--- src/rtl/mbsr_pkg.sv ---
// constants for the multiplexed thumbwheel switch reader
// assumes a 250 MHz clock and a 3-bit word-indexed register port
package mbsr_pkg;

    // ****************************************
    // clock and timing
    // ****************************************
    localparam int CLK_PERIOD_NS = 4;
    localparam int NS_PER_MS = 1000000;
    localparam int CYCLES_PER_MS = NS_PER_MS / CLK_PERIOD_NS;
    localparam logic [15:0] DWELL_MS_RESET = 16'h0014;       // 20 ms after initialisation
    localparam logic [15:0] DWELL_MS_REAL_SWITCH = 16'h0007; // suggested for real switches

    // ****************************************
    // register indexes
    // ****************************************
    localparam logic [2:0] REG_CTRL = 3'h0;
    localparam logic [2:0] REG_HEAD = 3'h1;
    localparam logic [2:0] REG_DWELL = 3'h2;
    localparam logic [2:0] REG_STATUS = 3'h3;
    localparam logic [2:0] REG_RESULT_LO = 3'h4;
    localparam logic [2:0] REG_RESULT_HI = 3'h5;

    // ****************************************
    // field positions
    // ****************************************
    localparam int CTRL_CODE_LSB = 0;    // 5-bit digit-count code
    localparam int CTRL_DOUBLE_BIT = 8;  // 1: double-word width
    localparam int CTRL_START_BIT = 9;   // write one to start a scan
    localparam int HEAD_IN_LSB = 0;      // 4-bit head input index
    localparam int HEAD_OUT_LSB = 8;     // 4-bit head output index
    localparam int STAT_BUSY_BIT = 0;
    localparam int STAT_DONE_BIT = 1;
    localparam int STAT_BADDIGIT_BIT = 2;
    localparam int STAT_BADCFG_BIT = 3;
    localparam int STAT_INDEX_LSB = 4;

    // ****************************************
    // digit-count codes
    // ****************************************
    localparam logic [4:0] CODE_SIGNED_OFFSET = 5'h10;
    localparam logic [3:0] DIGITS_MAX = 4'h8;
    localparam logic [3:0] DIGITS_SINGLE_MAX = 4'h4;
    localparam logic [3:0] DIGITS_REDUCED_MAX = 4'h6;
    localparam logic [3:0] BCD_MAX = 4'h9;

    typedef enum logic [1:0] {
        SCAN_IDLE = 2'b00,
        SCAN_DWELL = 2'b01,
        SCAN_SAMPLE = 2'b10,
        SCAN_STORE = 2'b11
    } mbsr_state_e;

endpackage

--- src/rtl/mbsr_pin_sync.sv ---
// three-stage synchroniser for the switch input pins
// assumes pins are asynchronous to clk; a bit changes once stages two and three agree
`timescale 1ns/100ps
module mbsr_pin_sync #(
    parameter int WIDTH = 16
) (
    input wire logic clk,
    input wire logic rst,
    input wire logic [WIDTH-1:0] pinIn,
    output logic [WIDTH-1:0] pinClean
);

    logic [WIDTH-1:0] stage1;
    logic [WIDTH-1:0] stage2;
    logic [WIDTH-1:0] stage3;
    logic [WIDTH-1:0] next_pinClean;

    always_comb begin
        for (int i = 0; i < WIDTH; i++) begin
            next_pinClean[i] = (stage2[i] == stage3[i]) ? stage3[i] : pinClean[i];
        end
    end

    always_ff @(posedge clk or posedge rst) begin
        if (rst) begin
            stage1 <= '0;
            stage2 <= '0;
            stage3 <= '0;
            pinClean <= '0;
        end else begin
            stage1 <= pinIn;
            stage2 <= stage1;
            stage3 <= stage2;
            pinClean <= next_pinClean;
        end
    end

endmodule

--- src/rtl/mbsr_dwell_timer.sv ---
// digit dwell timer counted in milliseconds
// assumes run stays high for the whole dwell; dropping run clears the count
`timescale 1ns/100ps
module mbsr_dwell_timer #(
    parameter int CYC_PER_MS = 250000
) (
    input wire logic clk,
    input wire logic rst,
    input wire logic run,
    input wire logic [15:0] dwellMs,
    output logic expired
);

    logic [31:0] preCnt;
    logic [15:0] msCnt;
    logic [31:0] next_preCnt;
    logic [15:0] next_msCnt;
    logic next_expired;
    logic [15:0] target;

    always_comb begin
        // a zero setting would never wait, so it is held to one millisecond
        target = (dwellMs == 16'h0000) ? 16'h0001 : dwellMs;
        next_preCnt = preCnt;
        next_msCnt = msCnt;
        next_expired = 1'b0;
        if (!run) begin
            next_preCnt = '0;
            next_msCnt = '0;
        end else if (msCnt >= target) begin
            next_expired = 1'b1;
        end else if (preCnt == 32'(CYC_PER_MS - 1)) begin
            next_preCnt = '0;
            next_msCnt = msCnt + 16'h0001;
        end else begin
            next_preCnt = preCnt + 32'h1;
        end
    end

    always_ff @(posedge clk or posedge rst) begin
        if (rst) begin
            preCnt <= '0;
            msCnt <= '0;
            expired <= 1'b0;
        end else begin
            preCnt <= next_preCnt;
            msCnt <= next_msCnt;
            expired <= next_expired;
        end
    end

endmodule

--- src/rtl/mbsr_switch_scan_read.sv ---
// switch_scan_read: time-shared reader for a bank of decimal thumbwheel switches
// assumes a register master on clk with one-cycle strobes and switch pins async to clk
// What this block does
// - unsigned: four BCD lines from head input
// - one to eight selects from head output
// - single width: four digits into one word
// - double width: eight digits into two words
// - codes 1-4 single only, 5-8 double only
// - one select output per configured digit
// - codes 17-24 mean signed, digits plus sixteen
// - signed: sign line then four BCD lines
// - sign active means negative stored value
// - five to eight digits need double width
// - each select dwells programmable time, default 20ms
// - about 7ms suits real switches
// - reduced variant: six unsigned digits, no signed
`timescale 1ns/100ps
module mbsr_switch_scan_read
    import mbsr_pkg::*;
#(
    parameter int IN_W = 16,
    parameter int OUT_W = 16,
    parameter int CYC_PER_MS = CYCLES_PER_MS,
    parameter bit REDUCED = 1'b0
) (
    input wire logic clk,
    input wire logic rst,
    input wire logic [2:0] regAddr,
    input wire logic [15:0] regWrData,
    input wire logic regWr,
    input wire logic regRd,
    output logic [15:0] regRdData,
    input wire logic [IN_W-1:0] switchPins,
    output logic [OUT_W-1:0] digitSelect
);

    // ****************************************
    // helpers
    // ****************************************
    function automatic logic [31:0] times10(input logic [31:0] w);
        times10 = (w << 3) + (w << 1);
    endfunction

    function automatic logic [31:0] digitTimes(input logic [3:0] d, input logic [31:0] w);
        digitTimes = (d[0] ? w : 32'h0) + (d[1] ? (w << 1) : 32'h0)
            + (d[2] ? (w << 2) : 32'h0) + (d[3] ? (w << 3) : 32'h0);
    endfunction

    // ****************************************
    // state
    // ****************************************
    mbsr_state_e state;
    mbsr_state_e next_state;
    logic [4:0] code;
    logic doubleWidth;
    logic [3:0] headIn;
    logic [3:0] headOut;
    logic [15:0] dwellMs;
    logic [15:0] resultLo;
    logic [15:0] resultHi;
    logic done;
    logic badDigit;
    logic badCfg;
    logic [3:0] digitIdx;
    logic [3:0] digitCount;
    logic signedRun;
    logic doubleRun;
    logic [3:0] inBase;
    logic [31:0] acc;
    logic [31:0] weight;
    logic [4:0] next_code;
    logic next_doubleWidth;
    logic [3:0] next_headIn;
    logic [3:0] next_headOut;
    logic [15:0] next_dwellMs;
    logic [15:0] next_resultLo;
    logic [15:0] next_resultHi;
    logic next_done;
    logic next_badDigit;
    logic next_badCfg;
    logic [3:0] next_digitIdx;
    logic [3:0] next_digitCount;
    logic next_signedRun;
    logic next_doubleRun;
    logic [3:0] next_inBase;
    logic [31:0] next_acc;
    logic [31:0] next_weight;
    logic [OUT_W-1:0] next_digitSelect;
    logic [15:0] next_regRdData;

    logic [IN_W-1:0] pinClean;
    logic dwellDone;
    logic startReq;
    logic cfgOk;
    logic cfgSigned;
    logic [3:0] cfgDigits;
    logic [3:0] cfgBase;
    logic [3:0] sampledDigit;
    logic [IN_W-1:0] shiftedPins;
    logic [31:0] signedAcc;
    logic [4:0] wrCode;
    logic wrDouble;

    mbsr_pin_sync #(
        .WIDTH(IN_W)
    ) u_sync (
        .clk(clk),
        .rst(rst),
        .pinIn(switchPins),
        .pinClean(pinClean)
    );

    mbsr_dwell_timer #(
        .CYC_PER_MS(CYC_PER_MS)
    ) u_timer (
        .clk(clk),
        .rst(rst),
        .run(state == SCAN_DWELL),
        .dwellMs(dwellMs),
        .expired(dwellDone)
    );

    // ****************************************
    // start decode and configuration check
    // ****************************************
    always_comb begin
        startReq = regWr && (regAddr == REG_CTRL) && regWrData[CTRL_START_BIT];
        // a start write checks the code it carries, so one write both sets and launches
        wrCode = regWrData[CTRL_CODE_LSB +: 5];
        wrDouble = regWrData[CTRL_DOUBLE_BIT];
        cfgSigned = wrCode[4];
        cfgDigits = wrCode[3:0];
        cfgBase = cfgSigned ? headIn + 4'h1 : headIn;
        // bit 3 is only legal in the eight-digit codes, unsigned and signed
        cfgOk = (wrCode[3] == 1'b0) || (wrCode[2:0] == 3'h0);
        cfgOk = cfgOk && cfgDigits != 4'h0 && cfgDigits <= DIGITS_MAX;
        if (cfgDigits > DIGITS_SINGLE_MAX && !wrDouble) begin
            cfgOk = 1'b0;
        end
        if (!cfgSigned && cfgDigits <= DIGITS_SINGLE_MAX && wrDouble) begin
            cfgOk = 1'b0;
        end
        if (REDUCED && (cfgSigned || cfgDigits > DIGITS_REDUCED_MAX)) begin
            cfgOk = 1'b0;
        end
        if (32'(headIn) + 32'(cfgSigned) + 32'h4 > 32'(IN_W)
            || 32'(headOut) + 32'(cfgDigits) > 32'(OUT_W)) begin // selected lines must exist
            cfgOk = 1'b0;
        end
    end

    // ****************************************
    // scan sequencer
    // ****************************************
    always_comb begin
        next_state = state;
        next_code = code;
        next_doubleWidth = doubleWidth;
        next_headIn = headIn;
        next_headOut = headOut;
        next_dwellMs = dwellMs;
        next_resultLo = resultLo;
        next_resultHi = resultHi;
        next_done = done;
        next_badDigit = badDigit;
        next_badCfg = badCfg;
        next_digitIdx = digitIdx;
        next_digitCount = digitCount;
        next_signedRun = signedRun;
        next_doubleRun = doubleRun;
        next_inBase = inBase;
        next_acc = acc;
        next_weight = weight;
        next_digitSelect = '0;
        shiftedPins = pinClean >> inBase;
        sampledDigit = shiftedPins[3:0];
        signedAcc = (signedRun && pinClean[headIn]) ? (~acc + 32'h1) : acc;

        // configuration is frozen while a scan runs
        if (regWr && state == SCAN_IDLE) begin
            case (regAddr)
                REG_CTRL: begin
                    next_code = wrCode;
                    next_doubleWidth = wrDouble;
                end
                REG_HEAD: begin
                    next_headIn = regWrData[HEAD_IN_LSB +: 4];
                    next_headOut = regWrData[HEAD_OUT_LSB +: 4];
                end
                REG_DWELL: begin
                    next_dwellMs = regWrData;
                end
                default: begin
                end
            endcase
        end

        case (state)
            SCAN_IDLE: begin
                if (startReq) begin
                    next_done = 1'b0;
                    next_badDigit = 1'b0;
                    next_badCfg = !cfgOk;
                    if (cfgOk) begin
                        next_state = SCAN_DWELL;
                        next_digitIdx = 4'h0;
                        next_digitCount = cfgDigits;
                        next_signedRun = cfgSigned;
                        next_doubleRun = wrDouble;
                        next_inBase = cfgBase;
                        next_acc = '0;
                        next_weight = 32'h1;
                    end
                end
            end
            SCAN_DWELL: begin
                // exactly one select high; the far end must settle inside the dwell
                next_digitSelect = OUT_W'(1) << (headOut + digitIdx);
                if (dwellDone) begin
                    next_state = SCAN_SAMPLE;
                end
            end
            SCAN_SAMPLE: begin
                // select released here so neighbouring digits never overlap
                if (sampledDigit > BCD_MAX) begin
                    next_badDigit = 1'b1;
                    next_done = 1'b1;
                    next_state = SCAN_IDLE;
                end else begin
                    next_acc = acc + digitTimes(sampledDigit, weight);
                    next_weight = times10(weight);
                    if (digitIdx + 4'h1 == digitCount) begin
                        next_state = SCAN_STORE;
                    end else begin
                        next_digitIdx = digitIdx + 4'h1;
                        next_state = SCAN_DWELL;
                    end
                end
            end
            SCAN_STORE: begin
                next_resultLo = signedAcc[15:0];
                if (doubleRun) begin
                    next_resultHi = signedAcc[31:16];
                end
                next_done = 1'b1;
                next_state = SCAN_IDLE;
            end
            default: begin
                next_state = SCAN_IDLE;
            end
        endcase
    end

    // ****************************************
    // read port
    // ****************************************
    always_comb begin
        next_regRdData = 16'h0000;
        if (regRd) begin
            case (regAddr)
                REG_CTRL: begin
                    next_regRdData[CTRL_CODE_LSB +: 5] = code;
                    next_regRdData[CTRL_DOUBLE_BIT] = doubleWidth;
                end
                REG_HEAD: begin
                    next_regRdData[HEAD_IN_LSB +: 4] = headIn;
                    next_regRdData[HEAD_OUT_LSB +: 4] = headOut;
                end
                REG_DWELL: begin
                    next_regRdData = dwellMs;
                end
                REG_STATUS: begin
                    next_regRdData[STAT_BUSY_BIT] = (state != SCAN_IDLE);
                    next_regRdData[STAT_DONE_BIT] = done;
                    next_regRdData[STAT_BADDIGIT_BIT] = badDigit;
                    next_regRdData[STAT_BADCFG_BIT] = badCfg;
                    next_regRdData[STAT_INDEX_LSB +: 4] = digitIdx;
                end
                REG_RESULT_LO: begin
                    next_regRdData = resultLo;
                end
                REG_RESULT_HI: begin
                    next_regRdData = resultHi;
                end
                default: begin
                    next_regRdData = 16'h0000;
                end
            endcase
        end
    end

    always_ff @(posedge clk or posedge rst) begin
        if (rst) begin
            state <= SCAN_IDLE;
            code <= 5'h04;
            doubleWidth <= 1'b0;
            headIn <= 4'h0;
            headOut <= 4'h0;
            dwellMs <= DWELL_MS_RESET;
            resultLo <= 16'h0000;
            resultHi <= 16'h0000;
            done <= 1'b0;
            badDigit <= 1'b0;
            badCfg <= 1'b0;
            digitIdx <= 4'h0;
            digitCount <= 4'h0;
            signedRun <= 1'b0;
            doubleRun <= 1'b0;
            inBase <= 4'h0;
            acc <= 32'h0;
            weight <= 32'h1;
            digitSelect <= '0;
            regRdData <= 16'h0000;
        end else begin
            state <= next_state;
            code <= next_code;
            doubleWidth <= next_doubleWidth;
            headIn <= next_headIn;
            headOut <= next_headOut;
            dwellMs <= next_dwellMs;
            resultLo <= next_resultLo;
            resultHi <= next_resultHi;
            done <= next_done;
            badDigit <= next_badDigit;
            badCfg <= next_badCfg;
            digitIdx <= next_digitIdx;
            digitCount <= next_digitCount;
            signedRun <= next_signedRun;
            doubleRun <= next_doubleRun;
            inBase <= next_inBase;
            acc <= next_acc;
            weight <= next_weight;
            digitSelect <= next_digitSelect;
            regRdData <= next_regRdData;
        end
    end

endmodule

--- config.mk ---
export PLATFORM = sky130hd
export DESIGN_NAME = mbsr_switch_scan_read
export DESIGN_NICKNAME = d
export VERILOG_FILES = /design/src/rtl/mbsr_pkg.sv /design/src/rtl/mbsr_pin_sync.sv /design/src/rtl/mbsr_dwell_timer.sv /design/src/rtl/mbsr_switch_scan_read.sv
export SDC_FILE = /design/constraint.sdc
export NUM_CORES = 1
export LEC_CHECK = 0
export ABC_AREA = 1
export BUFFER_PORTS_ARGS = -buffer_cell sky130_fd_sc_hd__buf_2
export CAP_MARGIN = 20
export CORE_UTILIZATION = 47
export CTS_CLUSTER_DIAMETER = 200
export CTS_CLUSTER_SIZE = 28
export DETAILED_ROUTE_END_ITERATION = 8
export PLACE_DENSITY = 0.67
export SYNTH_ARGS = -nofsm -noshare
export SYNTH_HDL_FRONTEND = slang
export SYNTH_SLANG_ARGS = --single-unit
--- constraint.sdc ---
create_clock -name clk -period 9.5 [get_ports clk]
set_input_delay 0.95 -clock clk [delete_from_list [all_inputs] [get_ports clk]]
set_output_delay 0.95 -clock clk [all_outputs]
set_load 0.005 [all_outputs]
Yosys cells after proc, flatten, opt, wreduce, memory -nomap -nowiden --
Index checks and enable logic that the tools add are counted.
Storage, ports and cells: logic and storage cells 187, output and inout bits 32, register bits 290, input port bits 39
Cells by class: eq/ne operators 34, bitwise gates (word level) 2, reduce and logical (&&, ||, !) cells 34, shift-type cells 2, $lt $le $gt $ge 8, $add $sub $neg 14, multiplexer cells 51
Operators by type and width (count):
- $mux W32 | 14
- $add A32 B32 Y32 | 5
- $pmux W32 S2 | 2
- $mux W16 | 6
- $add A32 B1 Y32 const B | 2
- $eq A32 B18 Y1 const B | 1
- $not A32 Y32 | 1
- $pmux W3 S4 | 2
- $pmux W4 S6 | 1
- $mux W4 | 5
- $add A16 B1 Y16 const B | 1
- $eq A1 B1 Y1 | 16
- $ge A16 B16 Y1 | 1
- $logic_not A16 Y1 | 1
- $ne A2 B2 Y1 const B | 8
- $shl A1 B4 Y16 const A | 1
- $shr A16 B4 Y4 | 1
- $pmux W4 S3 | 1
- $reduce_and A2 Y1 | 6
- $reduce_and A3 Y1 | 4
- $mux W2 | 5
- $pmux W1 S5 | 2
- $logic_and A1 B1 Y1 | 9
- $add A4 B1 Y4 const B | 2
- other kinds (33) | 48

Longest topological paths before layout --
Gate-level depths: netlist (run 1).
word-level depth 10, depth in mapped cells 31, mapped depth without buffers 30

Hierarchy --
Synthesis (run 1) repeated with hierarchy kept, for this count alone.
Unflattened totals: cell total of the unflattened synthesis 2733, area total of the unflattened synthesis 20689.8 um^2
By module, submodules not included:
- mbsr_switch_scan_read | cells an instance 1999, instances 1, area each 15024.4 um^2, seq. area each 4434.3 um^2
- mbsr_dwell_timer | cells an instance 605, instances 1, area each 3799.9 um^2, seq. area each 1226.2 um^2
- mbsr_pin_sync | cells an instance 129, instances 1, area each 1865.5 um^2, seq. area each 1601.5 um^2

Least setup slack after synthesis (run 1) --
Ideal clock, no wire load.
path type register to register, from register inBase[0], to register acc[30], slack 4.652 ns, path buffers 3, period minus slack after synthesis 4.848 ns, setup time 0.121 ns, data required time 9.379 ns, arrival 4.727 ns, stages on the path, launching flop included 27, cells stage by stage dfrtp_1 -> buf_4 -> inv_6 -> buf_6 -> nand2_1 -> a21o_1 -> nand3_1 -> nand2_1 -> clkinv_1 -> clkbuf_1 -> nand2_1 -> fa_1 -> inv_1 -> fa_1 -> inv_1 -> fa_1 -> inv_1 -> ha_1 -> nand2_1 -> o21ai_0 -> a21oi_1 -> o21bai_1 -> nand2_1 -> nand2_1 -> nand4_1 -> a21oi_1 -> o21ai_2
On the way: cells in the longest elaborated chain, start to end 8, elaborated cells between the ends (all ways) 14, those cells by class 4 x add/sub; 1 x order compare; 1 x eq/ne; 1 x shift; 6 x mux; 1 x reduce/logical
Ends and longest elaborated chain:
- from (decl) | line mbsr_switch_scan_read.sv:68 | logic [3:0] inBase;
- from (signal assigned) | line mbsr_switch_scan_read.sv:330 | inBase <= next_inBase;
- $shr A16 B4 Y4 (*) | line mbsr_switch_scan_read.sv:175 | shiftedPins = pinClean >> inBase;
- $mux W32 | line mbsr_switch_scan_read.sv:45 | digitTimes = (d[0] ? w : 32'h0) + (d[1] ? (w << 1) : 32'h0)
- $add A32 B32 Y32 | line mbsr_switch_scan_read.sv:45
- $add A32 B32 Y32 (2 in a row) | line mbsr_switch_scan_read.sv:46 | + (d[2] ? (w << 2) : 32'h0) + (d[3] ? (w << 3) : 32'h0);
- $add A32 B32 Y32 | line mbsr_switch_scan_read.sv:230 | next_acc = acc + digitTimes(sampledDigit, weight);
- $mux W32 | line mbsr_switch_scan_read.sv:225 | if (sampledDigit > BCD_MAX) begin
- $pmux W32 S2 | line mbsr_switch_scan_read.sv:198 | case (state)
- to (signal assigned) | line mbsr_switch_scan_read.sv:331 | acc <= next_acc;
- to (decl) | line mbsr_switch_scan_read.sv:69 | logic [31:0] acc;
Every way passes the cells marked *; elsewhere a longest branch is shown, timed or not. The select of a mux whose other input is x is not followed. A chain may end at the register's enable or synchronous reset.

Final worst setup path (run 1) --
from register inBase[0], to register acc[21]
The elaborated chain is that of the path after synthesis.

==> results of run 1 <==
==> worst paths after layout <==
path	to	cells after the start	slack, ns	from
min in group asynchronous	u_sync.pinClean[1]$_DFFE_PP0N_	2	0.63	rst
min	u_sync.stage2[6]$_DFF_PP0_	0	0.36	u_sync.stage1[6]$_DFF_PP0_
max	acc[21]$_DFFE_PP0P_	27	3.15	inBase[0]$_DFFE_PP0P_
max in group asynchronous	acc[13]$_DFFE_PP0P_	3	7.49	rst
min reg2reg	u_sync.stage2[6]$_DFF_PP0_	0	0.36	u_sync.stage1[6]$_DFF_PP0_
max reg2reg	acc[21]$_DFFE_PP0P_	27	3.15	inBase[0]$_DFFE_PP0P_
==> metrics by stage <==
stage	hold WS [ns]	instances	area, µm²
3_3_place_gp	0.333	3165	21300
5_1_grt	0.363	3186	21800
6_report	0.356	3186	21800
4_1_cts	0.359	3186	21800
2_1_floorplan	0.331	2562	20500
3_5_place_dp	0.335	3165	21300
==> cell type report <==
class                           count  area share
Sequential cell                   290       0.334
Clock inverter                      1    0.000920
Clock buffer                       20      0.0181
Timing Repair Buffer               79      0.0198
Inverter                          421      0.0734
Multi-Input combinational cell   1790       0.520
Tap cell                          585      0.0336
==> worst max-delay path: stages, from the launching register on <==
cell and delay, ns:
dfrtp_1 0.75, inv_6 0.16, nand2_1 0.12, nand3_1 0.08, nand3_1 0.13, nand3_1 0.12
nand2_1 0.25, clkinv_1 0.72, nand2_1 0.33, fa_1 0.48, fa_1 0.45, fa_1 0.46
inv_1 0.07, ha_1 0.14, inv_1 0.06, fa_1 0.37, inv_1 0.06, nand2_1 0.07
o21ai_1 0.29, a21boi_0 0.20, o21ai_1 0.30, nand2_1 0.09, nand2_1 0.10, nand2_1 0.06
nand2_1 0.07, xor2_1 0.14, nand2_1 0.06, o21ai_1 0.11
==> sequential cells by signal, summed over array words and instances, names as in the netlist, 16 cells and up <==
signal / cells
u_timer.preCnt: 32
digitSelect: 16
dwellMs: 16
u_sync.stage3: 16
regRdData: 16
u_sync.pinClean: 16
weight: 32
u_sync.stage1: 16
resultLo: 16
resultHi: 16
acc: 32
u_sync.stage2: 16
u_timer.msCnt: 16
==> cells by family (layout without fill, tap and decap cells) <==
family	count (synthesis)	in the layout
AOI/OAI and AO/OA	430	430
xor gates and xnor gates	103	103
adders and majority gates	200	200
buffers and inverters	482	521
DFF	290	290
and+or+nand+nor	1057	1057
==> metal layers <==
layer / track usage / up-vias / wire length [µm]
li1: - / 8322 / -
met2: 0.404 / 425 / 25000
met3: 0.0244 / 64 / 2660
met5: 0 / - / 0
met4: 0.0610 / 0 / 1350
met1: 0.349 / 8131 / 24900
==> power breakdown <==
part	switching (µW)	internal, µW	leakage, µW
sequential	314	1500	0.00375
clock	410	299	0.000201
combinational	2040	1060	0.00641
==> cells in the final DEF (no fill, tap or decap), types with 3 or more instances in the layout <==
| master | count |
|---|---|
| a21o_1 | 6 |
| a21oi_1 | 122 |
| a221oi_1 | 13 |
| a31oi_1 | 14 |
| buf_2 | 70 |
| buf_4 | 8 |
| clkbuf_1 | 5 |
| clkbuf_16 | 15 |
| clkinv_1 | 6 |
| dfrtp_1 | 286 |
| dfstp_2 | 4 |
| fa_1 | 91 |
| ha_1 | 93 |
| inv_1 | 405 |
| inv_2 | 6 |
| maj3_1 | 16 |
| nand2_1 | 562 |
| nand2_2 | 5 |
| nand3_1 | 121 |
| nand3b_1 | 8 |
| nand4_1 | 39 |
| nor2_1 | 244 |
| nor2_4 | 3 |
| nor3_1 | 35 |
| nor4_1 | 20 |
| o211ai_1 | 8 |
| o21a_1 | 6 |
| o21ai_0 | 145 |
| o21ai_1 | 18 |
| o21ai_2 | 4 |
| o21bai_1 | 5 |
| o22ai_1 | 13 |
| o22ai_2 | 50 |
| o31ai_1 | 11 |
| or2_2 | 10 |
| xnor2_1 | 26 |
| xor2_1 | 75 |
==> key figures, run 1 <==
STA
  – Clock Skew: 0.0359 ns
  – Minimum clock period: 6.35 ns
  – Slew Viols, Final: 0
  – TNS Setup: 0 ns
  – Fmax: 157 MHz
  – Worst setup margin: 3.15 ns
  – Final number of hold-violating endpoints: 0
  – RSZ-0062 raised after global routing: no
  – Final period utilization: 0.669
  – Relative slew slack: 0.292
  – Final Setup Violations: 0
  – Worst-Margin Slew: 1.06 ns

Synthesis
  – Synth top area cells: dfrtp_1 (35%), nand2_1 (10%), fa_1 (8.9%), inv_1 (7.4%), ha_1 (5.7%)
  – Area leader, netlist: dfrtp_1
  – Share of the synthesized area in the top cell type: 0.349
  – Cells after Synth: 2,562
  – Unique masters post-synth: 62
  – Cell with the most instances after synthesis: nand2_1
  – Async S/R FF share, synth: 1.00
  – Synth Register Bits: 290
  – Number of flops mapped to enable cells by yosys: 0
  – Simple-Gate Fraction of Synth Area: 0.218
  – Post-synthesis mux area share: 0
  – Area fraction in compound gates after synthesis: 0.135
  – Syn_area_per_cell: 8.01 µm²
  – Synthesized area: 20,500 µm²
  – Largest family of logic cells by synthesized area: simple AND/OR/NAND/NOR gates
  – Syn Nets: 2,785
  – Ys Warns: 0
  – Synth Area in XOR/XNOR: 0.0454
  – Synth Area in Adders: 0.153
  – Synth Flop Type: dfrtp_1
  – Register area share after synthesis: 0.354
  – Synth cell count leaders: nand2_1 (562), inv_1 (406), dfrtp_1 (286), nor2_1 (244), o21ai_0 (145)

Clocking
  – CTS tree: built
  – Root buffer cell: clkbuf_16
  – Cts repair resizes: 0
  – Clk Latency, worst-skew pair: 0.52 ns
  – # H-tree levels: 1
  – Max clock buf depth: 3
  – Cts hold-fix bufs: 0
  – Clk slew on worst S/H paths: 0.12 ns
  – CTS buffer count: 14
  – Clock Sinks: 290
  – Setup Buffers After CTS: 0

Floorplanning
  – IO Pins: 71
  – Die area: 44,500 µm²
  – Die height: 211 µm
  – Site Rows: 76
  – Total core area: 43,100 µm²
  – Die Wd: 211 µm
  – Starting density of the core: 0.476

Worst setup path
  – WP data required: 9.93 ns
  – Crit start category: flop
  – Crit path DAT: 6.79 ns
  – Worst Path Max Fanout: 27
  – Crit path kind: flop to flop
  – Crit. End Element: flop

Finish
  – Final core occ: 0.505
  – Area Overhead vs Synth: 6.04%
  – Ant. Diodes: 0
  – Layout cells sized above 1: 0.0742
  – Total Nets Final: 2,819
  – Area taken by multi-input logic gates: 11,300 µm²
  – Reg area: 7260 µm²
  – Filler cell count: 4,176

Min path
  – Min-Delay Path Class: flop to flop

Routing
  – Vias: 16,900
  – Drc violations: 0
  – Post-route ant nets: 0
  – 1st-iter DRT viols: 1,204
  – WL per Instance: 16.9 µm
  – Pre-Repair DR Iteration Count: 9
  – Final wirelength: 53,900 µm
  – Vias/cell: 5.32

Power and ir drop
  – Peak VDD IR: 0.000126 V
  – PD cells: 259 nW/µm²
  – Pwr Total: 5630 µW
  – Lkg Pwr: 0.0104 µW

GRT
  – Total global routing overflow: 0
  – Largest net degree at the start of global routing: 155
  – GRT Resource Usage Total: 0.246
  – Antenna violations before repair: 0
  – First-pass GRT wire length: 87,200 µm
  – Vias in the first global route: 16,500

Placed design
  – Post-DP HPWL: 42,300 µm
  – GP Congestion: 0.913
  – Port Buffers: 70
  – Pre-CTS setup slack: 3.28 ns

Run status
  – Status: finished, final reports clean

Run
  – Max-Cap Viols: 0
(Power assumes the default switching activity.)
==> inputs of run 2 (changes only) <==
- clock period: 9.5 -> 5.65 ns (I/O delays scaled with it)
==> run 2 against run 1 <==
Against the previous run: first-iteration DRC count rose by 1.4%; combinational power rose by 74%; cell area rose by 0.71%; critical endpoint is now acc[25]$_DFFE_PP0P_; total power rose by 72%; critical path type unchanged; non-clock buffer count rose by 13; routed wire length rose by 1.6%; flip-flop and latch count did not move; clock power rose by 72%; clock skew fell by 0.0027 ns; hold slack got worse by 0.35 ns; final cell count rose by 0.50%.
==> key figures, run 2 (synthesis gave the netlist of run 1 again) <==
Run status
  – Status: finished, final reports clean

Worst setup path
  – Worst Path Max Fanout: 25 (-7.4%)
  – Register-to-register setup slack: 0.35 ns (-2.80 ns)
  – Crit start category: flop
  – Crit path DAT: 5.69 ns (-1.10 ns)
  – Critical path's slowest cell: dfrtp_2
  – Reg2reg end: acc[25]$_DFFE_PP0P_
  – Crit-path most repeated cell: nand2_1
  – Crit-path max cell delay: 0.55 ns (-0.20 ns)
  – Crit. End Element: flop
  – Worst path bufs/invs: 8 (+3)
  – WP data required: 6.04 ns (-3.89 ns)
  – Crit path kind: flop to flop
  – Cell class contributing the biggest share of worst-path delay: adder cells
  – Reg2Reg Depth: 27 (unchanged)
  – Worst r2r src: inBase[0]$_DFFE_PP0P_

Clocking
  – Max clock buf depth: 3 (unchanged)
  – Clock Sinks: 290 (unchanged)
  – CTS tree: built
  – Clk slew on worst S/H paths: 0.11 ns (about the same)
  – Setup Buffers After CTS: 0 (unchanged)
  – Clk Latency, worst-skew pair: 0.53 ns (about the same)
  – Root buffer cell: clkbuf_16
  – Cts hold-fix bufs: 0 (unchanged)
  – # H-tree levels: 1 (unchanged)
  – CTS buffer count: 14 (unchanged)

Floorplanning
  – Site Rows: 76 (unchanged)
  – Starting density of the core: 0.476 (unchanged)
  – Die height: 211 µm (unchanged)
  – Die Wd: 211 µm (unchanged)
  – Die area: 44,500 µm² (unchanged)
  – IO Pins: 71 (unchanged)
  – Total core area: 43,100 µm² (unchanged)

Power and ir drop
  – PD cells: 442 nW/µm² (+71%)
  – P_sw: 4770 µW (+73%)
  – Register share of total power: 0.317 (-0.006)
  – Combinational share of power: 0.557 (+0.006)
  – Int Pwr: 4910 µW (+71%)
  – Sw Share: 0.493 (+0.00201)
  – Lkg Pwr: 0.0105 µW (+0.87%)
  – Peak VDD IR: 0.000251 V (+99%)
  – Clock Power Share: 0.126 (about the same)

STA
  – TNS Setup: 0 ns (unchanged)
  – RSZ-0062 raised after global routing: no
  – Relative slew slack: 0.332 (+0.0401)
  – Clock Skew: 0.0332 ns (-0.00270 ns)
  – Final period utilization: 0.938 (+0.270)
  – Slew Viols, Final: 0 (unchanged)
  – Worst-Margin Slew: 0.999 ns (-0.0626 ns)
  – Fmax: 189 MHz (+20%)
  – Final Setup Violations: 0 (unchanged)
  – Minimum clock period: 5.30 ns (-1.05 ns)
  – Hold slack: 0.00703 ns (-0.349 ns)
  – Final number of hold-violating endpoints: 0 (unchanged)

GRT
  – GRT Resource Usage Total: 0.253 (+0.00754)
  – First-pass GRT wire length: 89,800 µm (+3.0%)
  – Largest net degree at the start of global routing: 155 (unchanged)
  – Total global routing overflow: 0 (unchanged)
  – Vias in the first global route: 17,100 (+3.4%)
  – Antenna violations before repair: 0 (unchanged)

Routing
  – 1st-iter DRT viols: 1,221 (+1.4%)
  – Vias/cell: 5.36 (+0.83%)
  – Post-route ant nets: 0 (unchanged)
  – Vias: 17,200 (+1.3%)
  – Drc violations: 0 (unchanged)
  – Final wirelength: 54,800 µm (+1.6%)
  – WL per Instance: 17.1 µm (+1.1%)
  – Pre-Repair DR Iteration Count: 5 (-4)

Placed design
  – Placed instance count: 3,178 (+0.41%)
  – Post-DP HPWL: 43,500 µm (+2.7%)
  – Port Buffers: 70 (unchanged)
  – GP Congestion: 0.944 (+3.5%)
  – Post-DP Area: 21,500 µm² (+0.56%)

Min path
  – Min-Delay Path Class: primary input to async pin

Finish
  – Ant. Diodes: 0 (unchanged)
  – Commonest cells after routing, fill and taps aside: nand2_1 (562), inv_1 (405), dfrtp_1 (285), nor2_1 (244), o21ai_0 (145)
  – Largest regs: acc: 32 flops, u_timer.preCnt: 32 flops, weight: 32 flops
  – Layout Cells excl Fill: 3,202 (+0.50%)
  – Layout cells sized above 1: 0.0802 (+0.00604)
  – Most common cell after layout, fill and taps aside: nand2_1
  – Area Overhead vs Synth: 6.79%
  – Final instance area: 21,900 µm² (+0.71%)
  – Total Nets Final: 2,832 (+0.46%)

Run
  – Max-Cap Viols: 0 (unchanged)
-- run 2: layer usage --
metal  wire length, µm  global-route usage
met1             25800               0.359
met2             25800               0.424
met3              2110              0.0199
met4              1070              0.0580
met5                 0                   0
-- run 2: what timing repair did --
item                                   in CTS  in global routing
endpoints found under the hold margin       0                  0
resized for setup                           0                  5
setup endpoints to repair                   0                 15
-- run 2: power by group through the flow --
stage                     logic, µW  clock network, µW  registers (µW)
after floorplan                4120                  0            2860
after global placement         5220                  0            3090
after detailed placement       5360                  0            3100
after CTS                      5400               1250            3060
after global routing           6170               1310            3130
final                          5400               1220            3070
-- run 2: final cells by class --
class                   instances  area, µm²
flip-flops and latches        290       7260
fillers                      4216      21200
well taps                     585        732
repair buffers                 92        553
multi-input cells            1790      11300
clock buffers                  23        405
clock inverters                 1       20.0
inverters                     421       1590
-- run 2: worst max-delay path by stage --
stage                               start                   to  cells past startpoint
global placement    inBase[0]$_DFFE_PP0P_  acc[24]$_DFFE_PP0P_                     26
CTS                 inBase[0]$_DFFE_PP0P_  acc[24]$_DFFE_PP0P_                     26
global route        inBase[1]$_DFFE_PP0P_  acc[31]$_DFFE_PP0P_                     28
floorplan           inBase[0]$_DFFE_PP0P_  acc[30]$_DFFE_PP0P_                     26
detailed placement  inBase[0]$_DFFE_PP0P_  acc[24]$_DFFE_PP0P_                     26
finish              inBase[0]$_DFFE_PP0P_  acc[25]$_DFFE_PP0P_                     27
-- run 2: metrics by stage --
step / power [µW] / setup slack [ns] / utilization
final: 9690 / 0.348 / 0.509
after CTS: 9700 / 0.0283 / 0.508
after global placement: 8320 / 0.155 / 0.498
after floorplan: 6990 / 0.802 / -
after global routing: 10600 / 0.00450 / 0.509
after detailed placement: 8460 / 0.0668 / 0.498
==> inputs of run 3 (changes only) <==
- PLACE_DENSITY: 0.67 -> 0.64
- SETUP_SLACK_MARGIN: default -> 0.3
- clock period: 5.65 -> 6.7 ns (I/O delays scaled with it)
==> run 3 against run 2 <==
Against the previous run: total power decreased by 17%; sequential share of layout area up 0.15 points; first-iteration DRC count is 3.5% higher; clock power shrank 16%; critical path depth grew 1; clock skew grew 0.017 ns; routed wire length is 0.59% higher; critical endpoint is now acc[29]$_DFFE_PP0P_; highest routed layer unchanged.
==> key figures, run 3 (synthesis gave the netlist of run 1 again) <==
STA
  – Worst-Margin Slew: 1.08 ns (+0.0827 ns)
  – TNS Setup: 0 ns (unchanged)
  – RSZ-0062 raised after global routing: no
  – Fmax: 170 MHz (-9.9%)
  – Hold slack: 0.0996 ns (+0.0925 ns)
  – Final number of hold-violating endpoints: 0 (unchanged)
  – Slew Viols, Final: 0 (unchanged)
  – Final Setup Violations: 0 (unchanged)
  – Final period utilization: 0.879 (-0.0598)
  – Relative slew slack: 0.277 (-0.0553)
  – Minimum clock period: 5.89 ns (+0.584 ns)
  – Clock Skew: 0.0500 ns (+0.0168 ns)

GRT
  – Largest net degree at the start of global routing: 152 (-1.9%)
  – GRT Resource Usage Total: 0.255 (+0.00210)
  – Vias in the first global route: 16,800 (-1.7%)
  – Antenna violations before repair: 0 (unchanged)
  – Total global routing overflow: 0 (unchanged)
  – First-pass GRT wire length: 90,600 µm (+0.83%)

Power and ir drop
  – Int Pwr: 4090 µW (-17%)
  – Combinational share of power: 0.555 (-0.002)
  – Clock Power Share: 0.126 (about the same)
  – Peak VDD IR: 0.000206 V (-18%)
  – Register share of total power: 0.319 (+0.002)
  – Sw Share: 0.492 (about the same)
  – P_sw: 3970 µW (-17%)
  – PD cells: 370 nW/µm² (-16%)
  – Lkg Pwr: 0.0104 µW (-0.54%)

Worst setup path
  – Cell class contributing the biggest share of worst-path delay: adder cells
  – Crit. End Element: flop
  – Crit path kind: flop to flop
  – Critical path's slowest cell: dfrtp_1
  – Crit start category: flop
  – Worst Path Max Fanout: 16 (-36%)
  – WP data required: 7.09 ns (+1.05 ns)
  – Crit-path max cell delay: 0.68 ns (+0.13 ns)
  – Crit path DAT: 6.28 ns (+0.59 ns)
  – Worst path bufs/invs: 7 (-1)
  – Crit-path most repeated cell: nand2_1

Placed design
  – Port Buffers: 70 (unchanged)
  – GP Congestion: 0.927 (-1.8%)
  – Post-DP Area: 21,400 µm² (-0.29%)
  – Placed instance count: 3,173 (-0.16%)
  – Post-DP HPWL: 44,000 µm (+1.1%)

Clocking
  – # H-tree levels: 1 (unchanged)
  – CTS buffer count: 14 (unchanged)
  – Clk slew on worst S/H paths: 0.11 ns (about the same)
  – Clock Sinks: 290 (unchanged)
  – Root buffer cell: clkbuf_16
  – CTS tree: built
  – Clk Latency, worst-skew pair: 0.53 ns (about the same)
  – Max clock buf depth: 3 (unchanged)
  – Setup Buffers After CTS: 0 (unchanged)

Routing
  – Pre-Repair DR Iteration Count: 5 (unchanged)
  – Final wirelength: 55,100 µm (+0.59%)
  – Drc violations: 0 (unchanged)
  – Vias: 17,100 (-0.56%)
  – WL per Instance: 17.2 µm (+0.84%)
  – Vias/cell: 5.35 (-0.31%)
  – Post-route ant nets: 0 (unchanged)
  – 1st-iter DRT viols: 1,264 (+3.5%)

Min path
  – Min-Delay Path Class: primary input to async pin

Finish
  – Commonest cells after routing, fill and taps aside: nand2_1 (562), inv_1 (405), dfrtp_1 (285), nor2_1 (244), o21ai_0 (145)
  – Ant. Diodes: 0 (unchanged)
  – Area Overhead vs Synth: 6.32%
  – Largest regs: acc: 32 flops, u_timer.preCnt: 32 flops, weight: 32 flops
  – Final instance area: 21,800 µm² (-0.44%)
  – Layout cells sized above 1: 0.0774 (-0.00282)
  – Total Nets Final: 2,827 (-0.18%)
  – Layout Cells excl Fill: 3,194 (-0.25%)
  – Final core occ: 0.506 (-0.00224)
  – Most common cell after layout, fill and taps aside: nand2_1

Floorplanning
  – IO Pins: 71 (unchanged)
  – Total core area: 43,100 µm² (unchanged)
  – Starting density of the core: 0.476 (unchanged)
  – Die height: 211 µm (unchanged)
  – Die area: 44,500 µm² (unchanged)
  – Site Rows: 76 (unchanged)
  – Die Wd: 211 µm (unchanged)

Run
  – Max-Cap Viols: 0 (unchanged)

Run status
  – Status: finished, final reports clean
## run 3: cell type report
| cell class | count | area [µm²] |
|---|---|---|
| inverters | 421 | 1590 |
| fillers | 4230 | 21300 |
| multi-input cells | 1790 | 11300 |
| well taps | 585 | 732 |
| clock buffers | 20 | 394 |
| repair buffers | 87 | 490 |
| clock inverters | 1 | 20.0 |
| flip-flops and latches | 290 | 7260 |
## run 3: repair_timing
item	4_1_cts	5_1_grt
hold endpoints to repair	0	0
gates resized for setup	0	1
hold buffers	0	0
endpoints found under the setup margin	0	4
## run 3: worst paths after layout
path | start | endpoint | slack (ns) | cells past startpoint
max | inBase[1]$_DFFE_PP0P_ | acc[29]$_DFFE_PP0P_ | 0.81 | 28
min | rst | u_sync.pinClean[0]$_DFFE_PP0N_ | 0.1 | 2
max reg2reg | inBase[1]$_DFFE_PP0P_ | acc[29]$_DFFE_PP0P_ | 0.81 | 28
min reg2reg | u_sync.stage1[11]$_DFF_PP0_ | u_sync.stage2[11]$_DFF_PP0_ | 0.36 | 0
max in group asynchronous | rst | acc[19]$_DFFE_PP0P_ | 4.80 | 4
min in group clk | switchPins[8] | u_sync.stage1[8]$_DFF_PP0_ | 0.25 | 1
## run 3: power groups by stage
stage / combinational [µW] / clock (µW) / sequential [µW]
finish: 4470 / 1020 / 2570
global route: 5110 / 1110 / 2630
CTS: 4500 / 1050 / 2570
detailed placement: 4480 / 0 / 2600
global placement: 4410 / 0 / 2600
floorplan: 3480 / 0 / 2420
## run 3: metrics by stage
stage / worst slack (ns) / total power (µW)
final: 0.813 / 8070
after global placement: 0.733 / 7010
after floorplan: 1.85 / 5890
after detailed placement: 0.658 / 7080
after global routing: 0.343 / 8840
after CTS: 0.592 / 8120
## run 3: per-layer routing
layer / track usage / vias up / routed length [µm]
met1: 0.361 / 8278 / 25700
met3: 0.0251 / 57 / 2300
met5: 0 / - / 0
met4: 0.0557 / 0 / 1160
met2: 0.426 / 391 / 25900
li1: - / 8347 / -
